<file path="config.mk">
export PLATFORM = sky130hd
export DESIGN_NAME = dsp_sync_gen
export DESIGN_NICKNAME = d
export VERILOG_FILES = /design/src/dsp_pkg.sv /design/src/dsp_sync_gen.sv
export SDC_FILE = /design/constraint.sdc
export NUM_CORES = 1
export LEC_CHECK = 0
export ABC_AREA = 1
export BUFFER_PORTS_ARGS = -buffer_cell sky130_fd_sc_hd__buf_2
export CAP_MARGIN = 20
export CORE_MARGIN = 10
export CORE_UTILIZATION = 40
export CTS_BUF_LIST = sky130_fd_sc_hd__clkbuf_8
export DETAILED_ROUTE_END_ITERATION = 16
export SYNTH_ARGS = -nofsm -noshare
export SYNTH_HDL_FRONTEND = slang
export SYNTH_SLANG_ARGS = --single-unit
</file>
<file path="constraint.sdc">
create_clock -name core_clk_i -period 4.3 [get_ports core_clk_i]
set_input_delay 0 -clock core_clk_i [delete_from_list [all_inputs] [get_ports core_clk_i]]
set_output_delay 0 -clock core_clk_i [all_outputs]
set_load 0.05 [all_outputs]
</file>
<file path="src/dsp_pkg.sv">
// display sync pulse generator: register map, field layout and carrier types
package dsp_pkg;

	localparam int          DSP_POS_W          = 12;
	localparam int          DSP_LOWER_LSB      = 0;
	localparam int          DSP_UPPER_LSB      = 16;
	localparam int          DSP_NUM_POS        = 5;

	localparam logic [7:0]  DSP_OFS_HSYNC      = 8'h00;
	localparam logic [7:0]  DSP_OFS_F1_VBEGIN  = 8'h04;
	localparam logic [7:0]  DSP_OFS_F1_VEND    = 8'h08;
	localparam logic [7:0]  DSP_OFS_F2_VBEGIN  = 8'h0c;
	localparam logic [7:0]  DSP_OFS_F2_VEND    = 8'h10;
	localparam logic [7:0]  DSP_OFS_STATUS     = 8'h14;

	localparam int          DSP_IDX_HSYNC      = 0;
	localparam int          DSP_IDX_F1_VBEGIN  = 1;
	localparam int          DSP_IDX_F1_VEND    = 2;
	localparam int          DSP_IDX_F2_VBEGIN  = 3;
	localparam int          DSP_IDX_F2_VEND    = 4;

	localparam logic [11:0] DSP_POS_RESET      = 12'h000;

	localparam int          DSP_STAT_HSYNC_BIT = 0;
	localparam int          DSP_STAT_VSYNC_BIT = 1;
	localparam int          DSP_STAT_FIELD_BIT = 2;

	localparam logic [1:0]  DSP_RESP_OKAY      = 2'b00;
	localparam logic [1:0]  DSP_RESP_SLVERR    = 2'b10;

	// upper: end pixel or line, lower: begin pixel or pixel of the vertical point
	typedef struct packed {
		logic [DSP_POS_W-1:0] upper;
		logic [DSP_POS_W-1:0] lower;
	} dsp_pair_type;

	typedef struct packed {
		logic hsync;
		logic vsync;
	} dsp_sync_type;

endpackage : dsp_pkg

</file>
<file path="src/dsp_sync_gen.sv">
// display sync pulse generator with AXI4-Lite register slave
// How it works
// [RQ1] hsync rises when pixel count hits begin
// [RQ2] hsync falls when pixel count hits end
// [RQ3] field 1 vsync rises at begin line/pixel
// [RQ4] field 1 vsync falls at end line/pixel
// [RQ5] field 2 vsync rises at begin line/pixel
// [RQ6] field 2 vsync falls at end line/pixel
// [RQ7] hsync register: end 27-16, begin 11-0
// [RQ8] field 1 begin register: line, pixel
// [RQ9] field 1 end register: line, pixel
// [RQ10] field 2 begin register: line, pixel
// [RQ11] reserved bits read zero, writes ignored
// [RQ12] all position fields reset to zero
// [RQ13] field selects positions; vsync holds between
`timescale 1ns/100ps

module dsp_sync_gen
	import dsp_pkg::*;
#(
	parameter int ADDR_W = 8
) (
	input  wire logic                 core_clk_i,
	input  wire logic                 nrst_i,
	input  wire logic [ADDR_W-1:0]    s_axi_awaddr_i,
	input  wire logic [2:0]           s_axi_awprot_i,
	input  wire logic                 s_axi_awvalid_i,
	output logic                      s_axi_awready_o,
	input  wire logic [31:0]          s_axi_wdata_i,
	input  wire logic [3:0]           s_axi_wstrb_i,
	input  wire logic                 s_axi_wvalid_i,
	output logic                      s_axi_wready_o,
	output logic [1:0]                s_axi_bresp_o,
	output logic                      s_axi_bvalid_o,
	input  wire logic                 s_axi_bready_i,
	input  wire logic [ADDR_W-1:0]    s_axi_araddr_i,
	input  wire logic [2:0]           s_axi_arprot_i,
	input  wire logic                 s_axi_arvalid_i,
	output logic                      s_axi_arready_o,
	output logic [31:0]               s_axi_rdata_o,
	output logic [1:0]                s_axi_rresp_o,
	output logic                      s_axi_rvalid_o,
	input  wire logic                 s_axi_rready_i,
	input  wire logic [DSP_POS_W-1:0] frame_pixel_counter_i,
	input  wire logic [DSP_POS_W-1:0] frame_line_counter_i,
	input  wire logic                 field2_active_i,
	output logic                      hsync_o,
	output logic                      vsync_o
);

	dsp_pair_type          pos_reg [DSP_NUM_POS];
	dsp_sync_type          sync_reg;
	dsp_sync_type          sync_next;

	logic                  aw_full_reg;
	logic [ADDR_W-1:0]     aw_addr_reg;
	logic                  w_full_reg;
	logic [31:0]           w_data_reg;
	logic [3:0]            w_strb_reg;
	logic                  bvalid_reg;
	logic [1:0]            bresp_reg;
	logic                  rvalid_reg;
	logic [1:0]            rresp_reg;
	logic [31:0]           rdata_reg;

	logic                  do_write;
	logic [ADDR_W-3:0]     wr_index;
	logic [ADDR_W-3:0]     rd_index;
	logic                  wr_is_pos;
	logic                  wr_mapped;
	logic [31:0]           rd_word;
	logic                  rd_mapped;

	dsp_pair_type          v_begin;
	dsp_pair_type          v_end;
	logic                  h_begin_hit;
	logic                  h_end_hit;
	logic                  v_begin_hit;
	logic                  v_end_hit;

	// spread a pair into its bus word with the reserved nibbles forced low
	function automatic logic [31:0] pair_to_word(input dsp_pair_type p);
		logic [31:0] w;
		w = 32'h0000_0000;
		w[DSP_UPPER_LSB +: DSP_POS_W] = p.upper;
		w[DSP_LOWER_LSB +: DSP_POS_W] = p.lower;
		return w;
	endfunction : pair_to_word

	// byte-lane merge; bits outside the two fields are simply dropped
	function automatic dsp_pair_type merge_write(input dsp_pair_type old_p,
		input logic [31:0] data, input logic [3:0] strb);
		logic [31:0]  w;
		dsp_pair_type p;
		w = pair_to_word(old_p);
		for (int b = 0; b < 4; b++) begin
			if (strb[b]) begin
				w[b*8 +: 8] = data[b*8 +: 8];
			end
		end
		p.upper = w[DSP_UPPER_LSB +: DSP_POS_W];
		p.lower = w[DSP_LOWER_LSB +: DSP_POS_W];
		return p;
	endfunction : merge_write

	// write channel: address and data are caught independently, in any order
	assign s_axi_awready_o = !aw_full_reg;
	assign s_axi_wready_o  = !w_full_reg;
	assign do_write        = aw_full_reg && w_full_reg && !bvalid_reg;
	assign wr_index        = aw_addr_reg[ADDR_W-1:2];
	assign wr_is_pos       = wr_index < (ADDR_W-2)'(DSP_NUM_POS);
	assign wr_mapped       = wr_is_pos || (wr_index == DSP_OFS_STATUS[ADDR_W-1:2]);

	always_ff @(posedge core_clk_i or negedge nrst_i) begin
		if (!nrst_i) begin
			aw_full_reg <= 1'b0;
			aw_addr_reg <= '0;
		end else if (s_axi_awvalid_i && !aw_full_reg) begin
			aw_full_reg <= 1'b1;
			aw_addr_reg <= s_axi_awaddr_i;
		end else if (do_write) begin
			aw_full_reg <= 1'b0;
		end
	end

	always_ff @(posedge core_clk_i or negedge nrst_i) begin
		if (!nrst_i) begin
			w_full_reg <= 1'b0;
			w_data_reg <= 32'h0000_0000;
			w_strb_reg <= 4'h0;
		end else if (s_axi_wvalid_i && !w_full_reg) begin
			w_full_reg <= 1'b1;
			w_data_reg <= s_axi_wdata_i;
			w_strb_reg <= s_axi_wstrb_i;
		end else if (do_write) begin
			w_full_reg <= 1'b0;
		end
	end

	always_ff @(posedge core_clk_i or negedge nrst_i) begin
		if (!nrst_i) begin
			bvalid_reg <= 1'b0;
			bresp_reg  <= DSP_RESP_OKAY;
		end else if (do_write) begin
			bvalid_reg <= 1'b1;
			bresp_reg  <= wr_mapped ? DSP_RESP_OKAY : DSP_RESP_SLVERR;
		end else if (s_axi_bready_i) begin
			bvalid_reg <= 1'b0;
		end
	end

	assign s_axi_bvalid_o = bvalid_reg;
	assign s_axi_bresp_o  = bresp_reg;

	// position registers, one per generate entry
	for (genvar g = 0; g < DSP_NUM_POS; g++) begin : g_pos
		always_ff @(posedge core_clk_i or negedge nrst_i) begin
			if (!nrst_i) begin
				pos_reg[g].upper <= DSP_POS_RESET; // RQ12
				pos_reg[g].lower <= DSP_POS_RESET; // RQ12
			end else if (do_write && wr_index == (ADDR_W-2)'(g)) begin
				pos_reg[g] <= merge_write(pos_reg[g], w_data_reg, w_strb_reg); // RQ7 RQ8 RQ9 RQ10 RQ11
			end
		end
	end

	// read channel: one read in flight, data registered
	assign rd_index = s_axi_araddr_i[ADDR_W-1:2];

	always_comb begin
		rd_word   = 32'h0000_0000;
		rd_mapped = 1'b1;
		if (rd_index < (ADDR_W-2)'(DSP_NUM_POS)) begin
			rd_word = pair_to_word(pos_reg[rd_index[2:0]]); // RQ11
		end else if (rd_index == DSP_OFS_STATUS[ADDR_W-1:2]) begin
			rd_word[DSP_STAT_HSYNC_BIT] = sync_reg.hsync;
			rd_word[DSP_STAT_VSYNC_BIT] = sync_reg.vsync;
			rd_word[DSP_STAT_FIELD_BIT] = field2_active_i;
		end else begin
			rd_mapped = 1'b0;
		end
	end

	assign s_axi_arready_o = !rvalid_reg;

	always_ff @(posedge core_clk_i or negedge nrst_i) begin
		if (!nrst_i) begin
			rvalid_reg <= 1'b0;
			rresp_reg  <= DSP_RESP_OKAY;
			rdata_reg  <= 32'h0000_0000;
		end else if (s_axi_arvalid_i && !rvalid_reg) begin
			rvalid_reg <= 1'b1;
			rresp_reg  <= rd_mapped ? DSP_RESP_OKAY : DSP_RESP_SLVERR;
			rdata_reg  <= rd_word;
		end else if (s_axi_rready_i) begin
			rvalid_reg <= 1'b0;
		end
	end

	assign s_axi_rvalid_o = rvalid_reg;
	assign s_axi_rresp_o  = rresp_reg;
	assign s_axi_rdata_o  = rdata_reg;

	// sync compare; field input picks which vertical pair is live
	assign v_begin = field2_active_i ? pos_reg[DSP_IDX_F2_VBEGIN]
	                                 : pos_reg[DSP_IDX_F1_VBEGIN]; // RQ13
	assign v_end   = field2_active_i ? pos_reg[DSP_IDX_F2_VEND]
	                                 : pos_reg[DSP_IDX_F1_VEND]; // RQ13

	assign h_begin_hit = frame_pixel_counter_i == pos_reg[DSP_IDX_HSYNC].lower; // RQ1
	assign h_end_hit   = frame_pixel_counter_i == pos_reg[DSP_IDX_HSYNC].upper; // RQ2
	assign v_begin_hit = (frame_line_counter_i == v_begin.upper)
	                  && (frame_pixel_counter_i == v_begin.lower); // RQ3 RQ5
	assign v_end_hit   = (frame_line_counter_i == v_end.upper)
	                  && (frame_pixel_counter_i == v_end.lower); // RQ4 RQ6

	// end match wins over begin so equal settings give no pulse at all
	always_comb begin
		sync_next = sync_reg;
		if (h_end_hit) begin
			sync_next.hsync = 1'b0; // RQ2
		end else if (h_begin_hit) begin
			sync_next.hsync = 1'b1; // RQ1
		end
		if (v_end_hit) begin
			sync_next.vsync = 1'b0; // RQ4 RQ6
		end else if (v_begin_hit) begin
			sync_next.vsync = 1'b1; // RQ3 RQ5
		end
	end

	always_ff @(posedge core_clk_i or negedge nrst_i) begin
		if (!nrst_i) begin
			sync_reg <= '0;
		end else begin
			sync_reg <= sync_next; // RQ13
		end
	end

	assign hsync_o = sync_reg.hsync;
	assign vsync_o = sync_reg.vsync;

endmodule : dsp_sync_gen

</file>
==> qor.csv, run 1 <==
stage,metric,value,unit
run_status,outcome,completed,
worst_hold_path,Worst Hold Class,in -> reg,
route,Starting DRT DRC Count,872,
grt,total gr overflow,0,
power,NetSw,2.329,mW
floorplan,Core ar.,24460,sq um
synthesis,"Distinct cells, synth",38,
clock_tree,"Clk Latency, worst-skew pair",480,ps
grt,Tot GR Track Use,0.2001,
synthesis,sequential element share of the synthesized area,0.4646,
sta,unrepaired setup endpoints after global routing,false,
placed_design,DP HPWL,20720,um
synthesis,Mean Syn Cell Area,7.533,sq um
synthesis,Post-Syn Area,10020,sq um
power,Seq pwr share,0.460,
synthesis,post-synthesis adder-cell area fraction,0,
synthesis,xor and xnor fraction of the mapped netlist area,0.01486,
placed_design,Placer Congestion,0.8586,
floorplan,I/O pin cnt,133,
synthesis,Synth Area in Simple Gates,0.2876,
route,"wirelength, routed",31280,um
cells_and_area,"commonest cells after routing, fill and taps aside","490 x nand2_1, 186 x dfrtp_1, 132 x inv_1",
clock_tree,TritonCTS clock tree,yes,
grt,first-pass GRT wire length,49340,um
grt,initial antenna violation count,2,
cells_and_area,max reg flops,120,
sta,hold_ws,19.72,ps
grt,largest net degree at the start of global routing,102,
route,Wirelength per Cell,17.47,um
cells_and_area,area growth from synthesis to layout,15.22,%
clock_tree,CTS Root Cell,clkbuf_8,
run,max-cap viol count,0,
synthesis,Post-Synthesis Cells,1330,
placed_design,I/O Buffers,104,
synthesis,largest family of logic cells by synthesized area,simple AND/OR/NAND/NOR gates,
cells_and_area,post-route cell area,11540,sq um
floorplan,Total Die Area,31780,sq um
route,Residual DRC,0,
route,First-pass DRT Iterations,5,
power,Final Power,5.817,mW
floorplan,die height,178.3,um
sta,worst rel slew slack,0.3251,
cells_and_area,Nets,1542,
sta,post-route minimum period,2225,ps
power,Power Density,503.9,nW/um^2
placed_design,"Cell Area, Placed",10680,sq um
cells_and_area,"commonest non-fill, non-tap cell in the layout",nand2_1,
clock_tree,total CTS buffers,17,
cells_and_area,share of cells above drive strength 1,0.1365,
clock_tree,CTS Buffer Depth,2,
synthesis,multiplexer area fraction after synthesis,0.004496,
critical_path,WS Path Type,in -> reg,
sta,Worst Skew,17.95,ps
power,peak supply drop,0.4272,mV
sta,FMAX,0.4494,GHz
sta,setup_tns,0,ps
synthesis,"FF+latch count, synth",186,
floorplan,# rows,57,
synthesis,post-synthesis compound-gate area fraction,0.1416,
power,logic gate share of total power,0.327,
clock_tree,post-cts gate resize count,0,
critical_path,Critical Path AT,2630,ps
sta,Final Cycle Share,0.5175,
route,post-route ant nets,0,
clock_tree,clock sinks,186,
power,sw frac,0.4003,
sta,worst setup margin,2075,ps
power,P_leak,5.694,nW
synthesis,synth warn,0,
power,Power Internal,3.488,mW
critical_path,Worst Path Max Fanout,29,
sta,Setup Viol. Count Final,0,
floorplan,Starting Density,0.4095,
route,Via density,5.099,
critical_path,Worst Setup End Kind,flip-flop,
clock_tree,H-tree Lvls,4,
power,clock share of power,0.212,
sta,"Slew Viols, Final",0,
cells_and_area,count of non-filler cells in the finished layout,1790,
cells_and_area,"Core Util, Final",0.4719,
grt,vias in the first global route,8709,
sta,worst-margin pin slew,1011,ps
clock_tree,"Reg clk slew, reported paths",100,ps
critical_path,Worst Path Required,4700,ps
floorplan,Die W,178.3,um
critical_path,nature of the critical path startpoint,input pin,
placed_design,Placed Cells,1712,
placed_design,DP Worst Slack,1656,ps
route,Via Count,9128,
sta,Final Hold Fails,0,
cell usage after synthesis, drive strengths merged:
cell type,number,area share
a21oi,62,0.031
a31oi,23,0.014
buf,43,0.029
clkbuf,17,0.0064
conb,1,0.00037
dfrtp,186,0.46
inv,136,0.051
mux2,4,0.0045
nand2,504,0.19
nand3,86,0.046
nand4,7,0.0044
nor2,70,0.031
nor3,8,0.0061
nor4,2,0.0042
o211ai,4,0.0030
o21a,16,0.012
o21ai,120,0.066
o31ai,20,0.015
or2,4,0.0030
xnor2,8,0.0070
xor2,9,0.0079
per-layer routing:
layer  wire [um]  global-route usage
met5          13                   0
met2       14050              0.3126
met1       14500              0.2796
met4         383             0.04444
met3        2328             0.04186
what timing repair did:
item	CTS	global route
endpoints found under the hold margin	123	0
hold buffers	45	0
endpoints found under the setup margin	0	0
setup buffers	0	0
path summary, 6_finish.rpt:
check / slack [ps] / to / depth (start not counted) / from
hold / removal: 20 / hsync_o$_DFFE_PN0P_ / 5 / frame_pixel_counter_i[1]
setup reg to reg: 2160 / aw_addr_reg[3]$_DFFE_PN0P_ / 6 / aw_full_reg$_DFFE_PN0P_
max in group asynchronous: 3190 / vsync_o$_DFFE_PN0P_ / 3 / nrst_i
min in group asynchronous: 110 / w_data_reg[21]$_DFFE_PN0P_ / 2 / nrst_i
hold reg to reg: 480 / s_axi_rdata_o[27]$_DFFE_PN0P_ / 2 / s_axi_rdata_o[27]$_DFFE_PN0P_
setup / recovery: 2070 / s_axi_rdata_o[2]$_DFFE_PN0P_ / 7 / s_axi_araddr_i[2]
cell families after synthesis:
logic type             after synthesis
flip-flops                         186
AND/OR/NAND/NOR                    681
other                                1
multiplexers                         4
AO/OA/AOI/OAI                      245
XOR/XNOR                            17
buffers and inverters              196
critical path, stage by stage:
cell and delay (ps):
buf_2 650, inv_2 510, nor2_4 870, inv_2 60
nor3_2 240, a21oi_1 100, a21oi_1 180
area by class of cell:
class	instances	area [sq um]
Timing Repair Buffer	154	1030
Antenna cell	1	2.502
Multi-Input combinational cell	957	4534
Clock inverter	15	172.7
Fill cell	2504	12920
Sequential cell	186	4654
Clock buffer	17	234.0
Inverter	136	510.5
Tap cell	324	405.4
power groups by stage:
stage | Sequential (mW) | Clock (mW) | Combinational (mW)
after detailed placement | 2.70 | 0 | 1.86
after floorplan | 2.68 | 0 | 1.32
after global routing | 2.75 | 1.33 | 2.17
after global placement | 2.69 | 0 | 1.82
after CTS | 2.67 | 1.26 | 1.91
final | 2.68 | 1.24 | 1.90
(Power assumes the default switching activity.)
==> run 2: changes to the inputs <==
==> constraint.sdc (replaced) <==
create_clock -name core_clk_i -period 1.97 [get_ports core_clk_i]
set_input_delay 0 -clock core_clk_i [delete_from_list [all_inputs] [get_ports core_clk_i]]
set_output_delay 0 -clock core_clk_i [all_outputs]
set_load 0.05 [all_outputs]
==> run 2 against run 1 <==
The run now ends with hold timing left. Via count about the same. Final cell count increased by 2.1%. Total power grew 130%. Count of clock-buffer cells in the layout is 1 higher. Sequential share of layout area down 1.4 points. Worst setup slack lost 2000 ps. Hold slack got worse by 24 ps. First-iteration DRC count up 6.8%. Critical path type unchanged.
==> qor.csv, run 2 (synthesis results as in run 1) <==
stage,metric,value,unit,change
critical_path,Worst Setup End Kind,flip-flop,,
clock_tree,CTS Root Cell,clkbuf_8,,
floorplan,Starting Density,0.4095,,unchanged
run_status,violated checks,hold timing,,
critical_path,R2R Setup Slk,170,ps,-1990 ps
floorplan,Core ar.,24460,sq um,unchanged
critical_path,Worst R2R End,pos_reg[10]$_DFFE_PN0P_,,
critical_path,Critical Path AT,2280,ps,-350 ps
route,Starting DRT DRC Count,931,,+6.8%
placed_design,DP HPWL,21790,um,+5.2%
worst_hold_path,hold path startpoint,s_axi_araddr_i[5],,
placed_design,I/O Buffers,104,,unchanged
route,Residual DRC,0,,unchanged
critical_path,Worst Path Max Fanout,22,,-24%
critical_path,number of cells on the worst reg-to-reg path,6,,unchanged
clock_tree,CTS Buffer Depth,2,,unchanged
cells_and_area,area of the multi-input gates,4549,sq um,+0.33%
grt,Tot GR Track Use,0.2012,,+0.001085
grt,vias in the first global route,8774,,+0.75%
clock_tree,total CTS buffers,17,,unchanged
floorplan,# rows,57,,unchanged
sta,worst rel slew slack,0.5736,,+0.2485
power,peak supply drop,0.7167,mV,+68%
cells_and_area,share of cells above drive strength 1,0.1618,,+0.02527
placed_design,Placed Cells,1749,,+2.2%
run,max-cap viol count,0,,unchanged
run_status,outcome,finished with violations,,
placed_design,Placer Congestion,0.8722,,+1.6%
sta,Setup Viol. Count Final,0,,unchanged
power,P_leak,5.917,nW,+3.9%
cells_and_area,"commonest cells after routing, fill and taps aside","490 x nand2_1, 186 x dfrtp_1, 130 x inv_1",,
grt,first-pass GRT wire length,49240,um,-0.21%
critical_path,WS Path Type,in -> reg,,
worst_hold_path,hold path endpoint,s_axi_rresp_o[1]$_DFFE_PN0P_,,
power,Final Power,13.10,mW,+130%
sta,worst-margin pin slew,637.3,ps,-373.6 ps
route,First-pass DRT Iterations,6,,+1
worst_hold_path,hold depth,5,,unchanged
critical_path,nature of the critical path startpoint,input pin,,
cells_and_area,count of non-filler cells in the finished layout,1828,,+2.1%
critical_path,Worst Path Required,2350,ps,-2350 ps
route,Via Count,9137,,+0.099%
route,Via density,4.998,,-2.0%
grt,initial antenna violation count,2,,unchanged
power,Power Density,1095,nW/um^2,+120%
worst_hold_path,Worst Hold Class,in -> reg,,
grt,total gr overflow,0,,unchanged
cells_and_area,max reg flops,120,,unchanged
cells_and_area,Nets,1579,,+2.4%
cells_and_area,"commonest non-fill, non-tap cell in the layout",nand2_1,,
sta,Worst Skew,13.94,ps,-4.009 ps
sta,post-route minimum period,1899,ps,
floorplan,Die W,178.3,um,unchanged
sta,"Slew Viols, Final",0,,unchanged
route,post-route ant nets,0,,unchanged
route,Wirelength per Cell,17.09,um,-2.2%
sta,Final Cycle Share,0.9637,,
floorplan,die height,178.3,um,unchanged
cells_and_area,Seq. cell area,4654,sq um,unchanged
clock_tree,H-tree Lvls,4,,unchanged
floorplan,Total Die Area,31780,sq um,unchanged
sta,FMAX,0.5267,GHz,
route,"wirelength, routed",31230,um,-0.14%
clock_tree,TritonCTS clock tree,yes,,
clock_tree,"Clk Latency, worst-skew pair",480,ps,about the same
sta,Final Hold Fails,1,,+1
grt,largest net degree at the start of global routing,65,,-36%
cells_and_area,area growth from synthesis to layout,19.40,%,
floorplan,I/O pin cnt,133,,unchanged
clock_tree,clock sinks,186,,unchanged
critical_path,worst r2r src,aw_addr_reg[3]$_DFFE_PN0P_,,
sta,unrepaired setup endpoints after global routing,true,,
clock_tree,"Reg clk slew, reported paths",100,ps,about the same
cells_and_area,fill cell count,2445,,-2.4%
sta,hold_ws,-4.171,ps,-23.89 ps
run 2: final cells by class:
class | count | share of cell area
well taps | 324 | 0.03389
repair buffers | 191 | 0.1154
inverters | 136 | 0.04299
clock inverters | 14 | 0.01715
clock buffers | 18 | 0.02071
diodes | 2 | 0.0004184
multi-input cells | 957 | 0.3803
flip-flops and latches | 186 | 0.3891
run 2: power by group:
group,switching [mW],leakage [nW],total (mW),internal (mW)
Clock,1.50,0.227,2.95,1.45
Sequential,0.903,2.43,5.86,4.95
Combinational,2.79,3.26,4.30,1.50
Total,5.19,5.92,13.1,7.90
run 2: how the worst max path moves through the flow:
| stage | from | endpoint | slack [ps] | cells after the start |
|---|---|---|---|---|
| 6_report | s_axi_araddr_i[7] | s_axi_rdata_o[16]$_DFFE_PN0P_ | 70 | 9 |
| 5_1_grt | s_axi_araddr_i[7] | s_axi_rdata_o[4]$_DFFE_PN0P_ | -30 | 9 |
| 4_1_cts | s_axi_araddr_i[7] | s_axi_rdata_o[2]$_DFFE_PN0P_ | 4 | 9 |
| 2_1_floorplan | s_axi_rvalid_o$_DFFE_PN0P_ | s_axi_rresp_o[1]$_DFFE_PN0P_ | -20 | 6 |
| 3_5_place_dp | aw_addr_reg[3]$_DFFE_PN0P_ | pos_reg[15]$_DFFE_PN0P_ | 160 | 6 |
| 3_3_place_gp | aw_addr_reg[3]$_DFFE_PN0P_ | pos_reg[17]$_DFFE_PN0P_ | 210 | 6 |
run 2: worst max-delay path, stage by stage:
cell,delay [ps]
dlygate4sd3_1,540
buf_2,120
nor2_1,80
dlygate4sd3_1,560
nand2_1,90
inv_1,70
o21ai_2,100
or2_4,410
o31ai_1,300
run 2: metrics by stage:
stage          setup TNS [ps]    util  setup slack (ps)  instance area (sq um)
4_1_cts                     0  0.4878             3.987                  11930
3_3_place_gp                0  0.4508             208.1                  11030
3_5_place_dp                0  0.4508             156.0                  11030
5_1_grt                -120.3  0.4888            -29.39                  11960
2_1_floorplan          -16.63       -            -16.63                  10060
6_report                    0  0.4890             71.45                  11960
run 2: what timing repair did:
| action | in CTS | in global routing |
|---|---|---|
| hold buffers | 45 | 0 |
| endpoints found under the hold margin | 197 | 0 |
| endpoints found under the setup margin | 0 | 16 |
| buffers inserted | 0 | 1 |
| resized for setup | 0 | 3 |
run 2: layer usage:
layer  share of wire  vias up  track usage  wire length [um]
met2            0.46      303       0.3120             14230
met4           0.014        0      0.05477               435
li1                -     4565            -                 -
met1            0.46     4238       0.2773             14280
met5               0        -            0                 0
met3           0.073       31      0.04503              2294
==> run 3: changes to the inputs <==
==> constraint.sdc (replaced) <==
create_clock -name core_clk_i -period 1.84 [get_ports core_clk_i]
set_input_delay 0 -clock core_clk_i [delete_from_list [all_inputs] [get_ports core_clk_i]]
set_output_delay 0 -clock core_clk_i [all_outputs]
set_load 0.05 [all_outputs]
==> run 3 against run 2 <==
The flow now finishes without violations. Combinational power up 6.0%. Total power up 3.4%. Critical path depth shrank 3. Hold slack better by 37 ps. Sequential power rose by 7.0%. Utilization shrank 0.20 points. Clock power fell by 8.1%. Register-to-register slack about the same. Routed wire length fell by 0.45%. Non-clock buffer count unchanged. Worst setup slack better by 94 ps. Via count increased by 0.12%.
==> qor.csv, run 3 (synthesis results as in run 1) <==
stage,metric,value,unit,change
run_status,outcome,completed,,
critical_path,Worst Path Required,2200,ps,-150 ps
sta,Worst Skew,10.21,ps,-3.723 ps
cells_and_area,area growth from synthesis to layout,18.91,%,
route,Via density,5.002,,about the same
sta,"Slew Viols, Final",0,,unchanged
cells_and_area,"commonest non-fill, non-tap cell in the layout",nand2_1,,
cells_and_area,share of cells above drive strength 1,0.1605,,-0.001332
worst_hold_path,Worst Hold Class,in -> reg,,
grt,Tot GR Track Use,0.1994,,-0.001821
clock_tree,CTS Buffer Depth,2,,unchanged
clock_tree,"Clk Latency, worst-skew pair",470,ps,about the same
clock_tree,clock sinks,186,,unchanged
cells_and_area,"commonest cells after routing, fill and taps aside","490 x nand2_1, 185 x dfrtp_1, 132 x inv_1",,
power,Power Density,1137,nW/um^2,+3.8%
grt,total gr overflow,0,,unchanged
sta,FMAX,0.5972,GHz,
placed_design,I/O Buffers,104,,unchanged
clock_tree,"Reg clk slew, reported paths",100,ps,about the same
critical_path,Worst Path Max Fanout,16,,-27%
clock_tree,H-tree Lvls,4,,unchanged
floorplan,Die W,178.3,um,unchanged
power,P_leak,5.891,nW,-0.44%
critical_path,nature of the critical path startpoint,flip-flop,,
route,First-pass DRT Iterations,6,,unchanged
placed_design,DP HPWL,21880,um,+0.41%
grt,initial antenna violation count,2,,unchanged
sta,worst-margin pin slew,553.1,ps,-84.18 ps
sta,Final Cycle Share,0.9100,,
floorplan,I/O pin cnt,133,,unchanged
critical_path,Worst Setup End Kind,flip-flop,,
critical_path,"slowest stage delay, CP",410,ps,-150 ps
route,Starting DRT DRC Count,676,,-27%
cells_and_area,fill cell count,2435,,-0.41%
grt,vias in the first global route,8782,,+0.091%
floorplan,# rows,57,,unchanged
route,Wirelength per Cell,17.00,um,-0.51%
placed_design,"Cell Area, Placed",11080,sq um,+0.49%
grt,first-pass GRT wire length,49320,um,+0.17%
route,Via Count,9148,,+0.12%
floorplan,Starting Density,0.4095,,unchanged
critical_path,CP cell instances,or2_4 > nor3_4 > nand3_2 > buf_4 > nand2_1 > o21ai_0,,
clock_tree,total CTS buffers,17,,unchanged
sta,setup_tns,0,ps,unchanged
clock_tree,CTS Root Cell,clkbuf_8,,
floorplan,Core ar.,24460,sq um,unchanged
critical_path,kind of cell adding the most delay to the critical path,simple AND/OR/NAND/NOR gates,,
sta,unrepaired setup endpoints after global routing,false,,
critical_path,Critical Path AT,2030,ps,-250 ps
floorplan,Total Die Area,31780,sq um,unchanged
critical_path,slowest CP cell,dfrtp_1,,
placed_design,Placer Congestion,0.8807,,+0.97%
route,Residual DRC,0,,unchanged
placed_design,Placed Cells,1751,,+0.11%
cells_and_area,post-route cell area,11910,sq um,-0.41%
critical_path,WS Path Type,reg -> reg,,
run,max-cap viol count,0,,unchanged
power,peak supply drop,0.8874,mV,+24%
cells_and_area,count of non-filler cells in the finished layout,1829,,+0.055%
critical_path,crit path buf inv count,1,,-3
clock_tree,Post-CTS Setup Bufs,0,,unchanged
cells_and_area,Nets,1579,,unchanged
route,"wirelength, routed",31090,um,-0.45%
sta,post-route minimum period,1674,ps,
floorplan,die height,178.3,um,unchanged
sta,Final Hold Fails,0,,-1
cells_and_area,max reg flops,120,,unchanged
sta,Setup Viol. Count Final,0,,unchanged
clock_tree,TritonCTS clock tree,yes,,
grt,largest net degree at the start of global routing,52,,-20%
route,post-route ant nets,0,,unchanged
sta,worst rel slew slack,0.6304,,+0.05675
[run 3: report_power, final]
group	internal (mW)	leakage [nW]	switching [mW]	total, mW
Combinational	1.58	3.26	2.98	4.56
Sequential	5.31	2.42	0.965	6.27
Clock	1.16	0.202	1.55	2.71
Total	8.05	5.89	5.50	13.5
[run 3: tightest hold or removal path, delay by kind of cell]
kind / cells / cell delay (ps)
xor+xnor: 1 / 80
simple gates: 2 / 130
buf+inv: 1 / 150
compound gates: 1 / 110
[run 3: area by class of cell]
class,instances,area [sq um],share of cell area
clock inverters,13,118.9,0.009978
diodes,3,7.507,0.0006302
well taps,324,405.4,0.03403
clock buffers,19,261.5,0.02195
inverters,136,514.2,0.04317
repair buffers,191,1403,0.1177
multi-input cells,957,4547,0.3817
flip-flops and latches,186,4656,0.3908
[run 3: through the flow]
| stage | hold slack, ps | util | setup slack [ps] | power (mW) |
|---|---|---|---|---|
| finish | 32.45 | 0.4870 | 165.5 | 13.54 |
| global route | 22.27 | 0.4867 | 44.55 | 14.59 |
| CTS | 12.16 | 0.4862 | 110.5 | 13.60 |
| detailed placement | 5.101 | 0.4530 | 134.7 | 10.80 |
| global placement | 0.7412 | 0.4530 | 181.4 | 10.69 |
| floorplan | -295.6 | - | 66.65 | 9.361 |
[run 3: worst paths after layout]
path,cells past startpoint,slack [ps],end,from
min reg2reg,2,480,s_axi_rdata_o[9]$_DFFE_PN0P_,s_axi_rdata_o[9]$_DFFE_PN0P_
max in group asynchronous,3,1050,pos_reg[105]$_DFFE_PN0P_,nrst_i
min in group asynchronous,2,40,w_data_reg[21]$_DFFE_PN0P_,nrst_i
max,6,170,pos_reg[98]$_DFFE_PN0P_,aw_addr_reg[5]$_DFFE_PN0P_
min,5,30,hsync_o$_DFFE_PN0P_,frame_pixel_counter_i[9]
max reg2reg,6,170,pos_reg[98]$_DFFE_PN0P_,aw_addr_reg[5]$_DFFE_PN0P_
[run 3: repair_timing]
| action | in CTS | in global routing |
|---|---|---|
| hold endpoints to repair | 225 | 0 |
| endpoints found under the setup margin | 0 | 6 |
| hold buffers | 43 | 0 |
| resized for setup | 0 | 2 |
[run 3: per-layer routing]
layer  GRT usage  share of wire  vias to the layer above
li1            -              -                     4576
met1      0.2725           0.45                     4228
met2      0.3136           0.45                      296
met3     0.04017          0.076                       48
met4     0.05822          0.021                        0
met5           0              0                        -
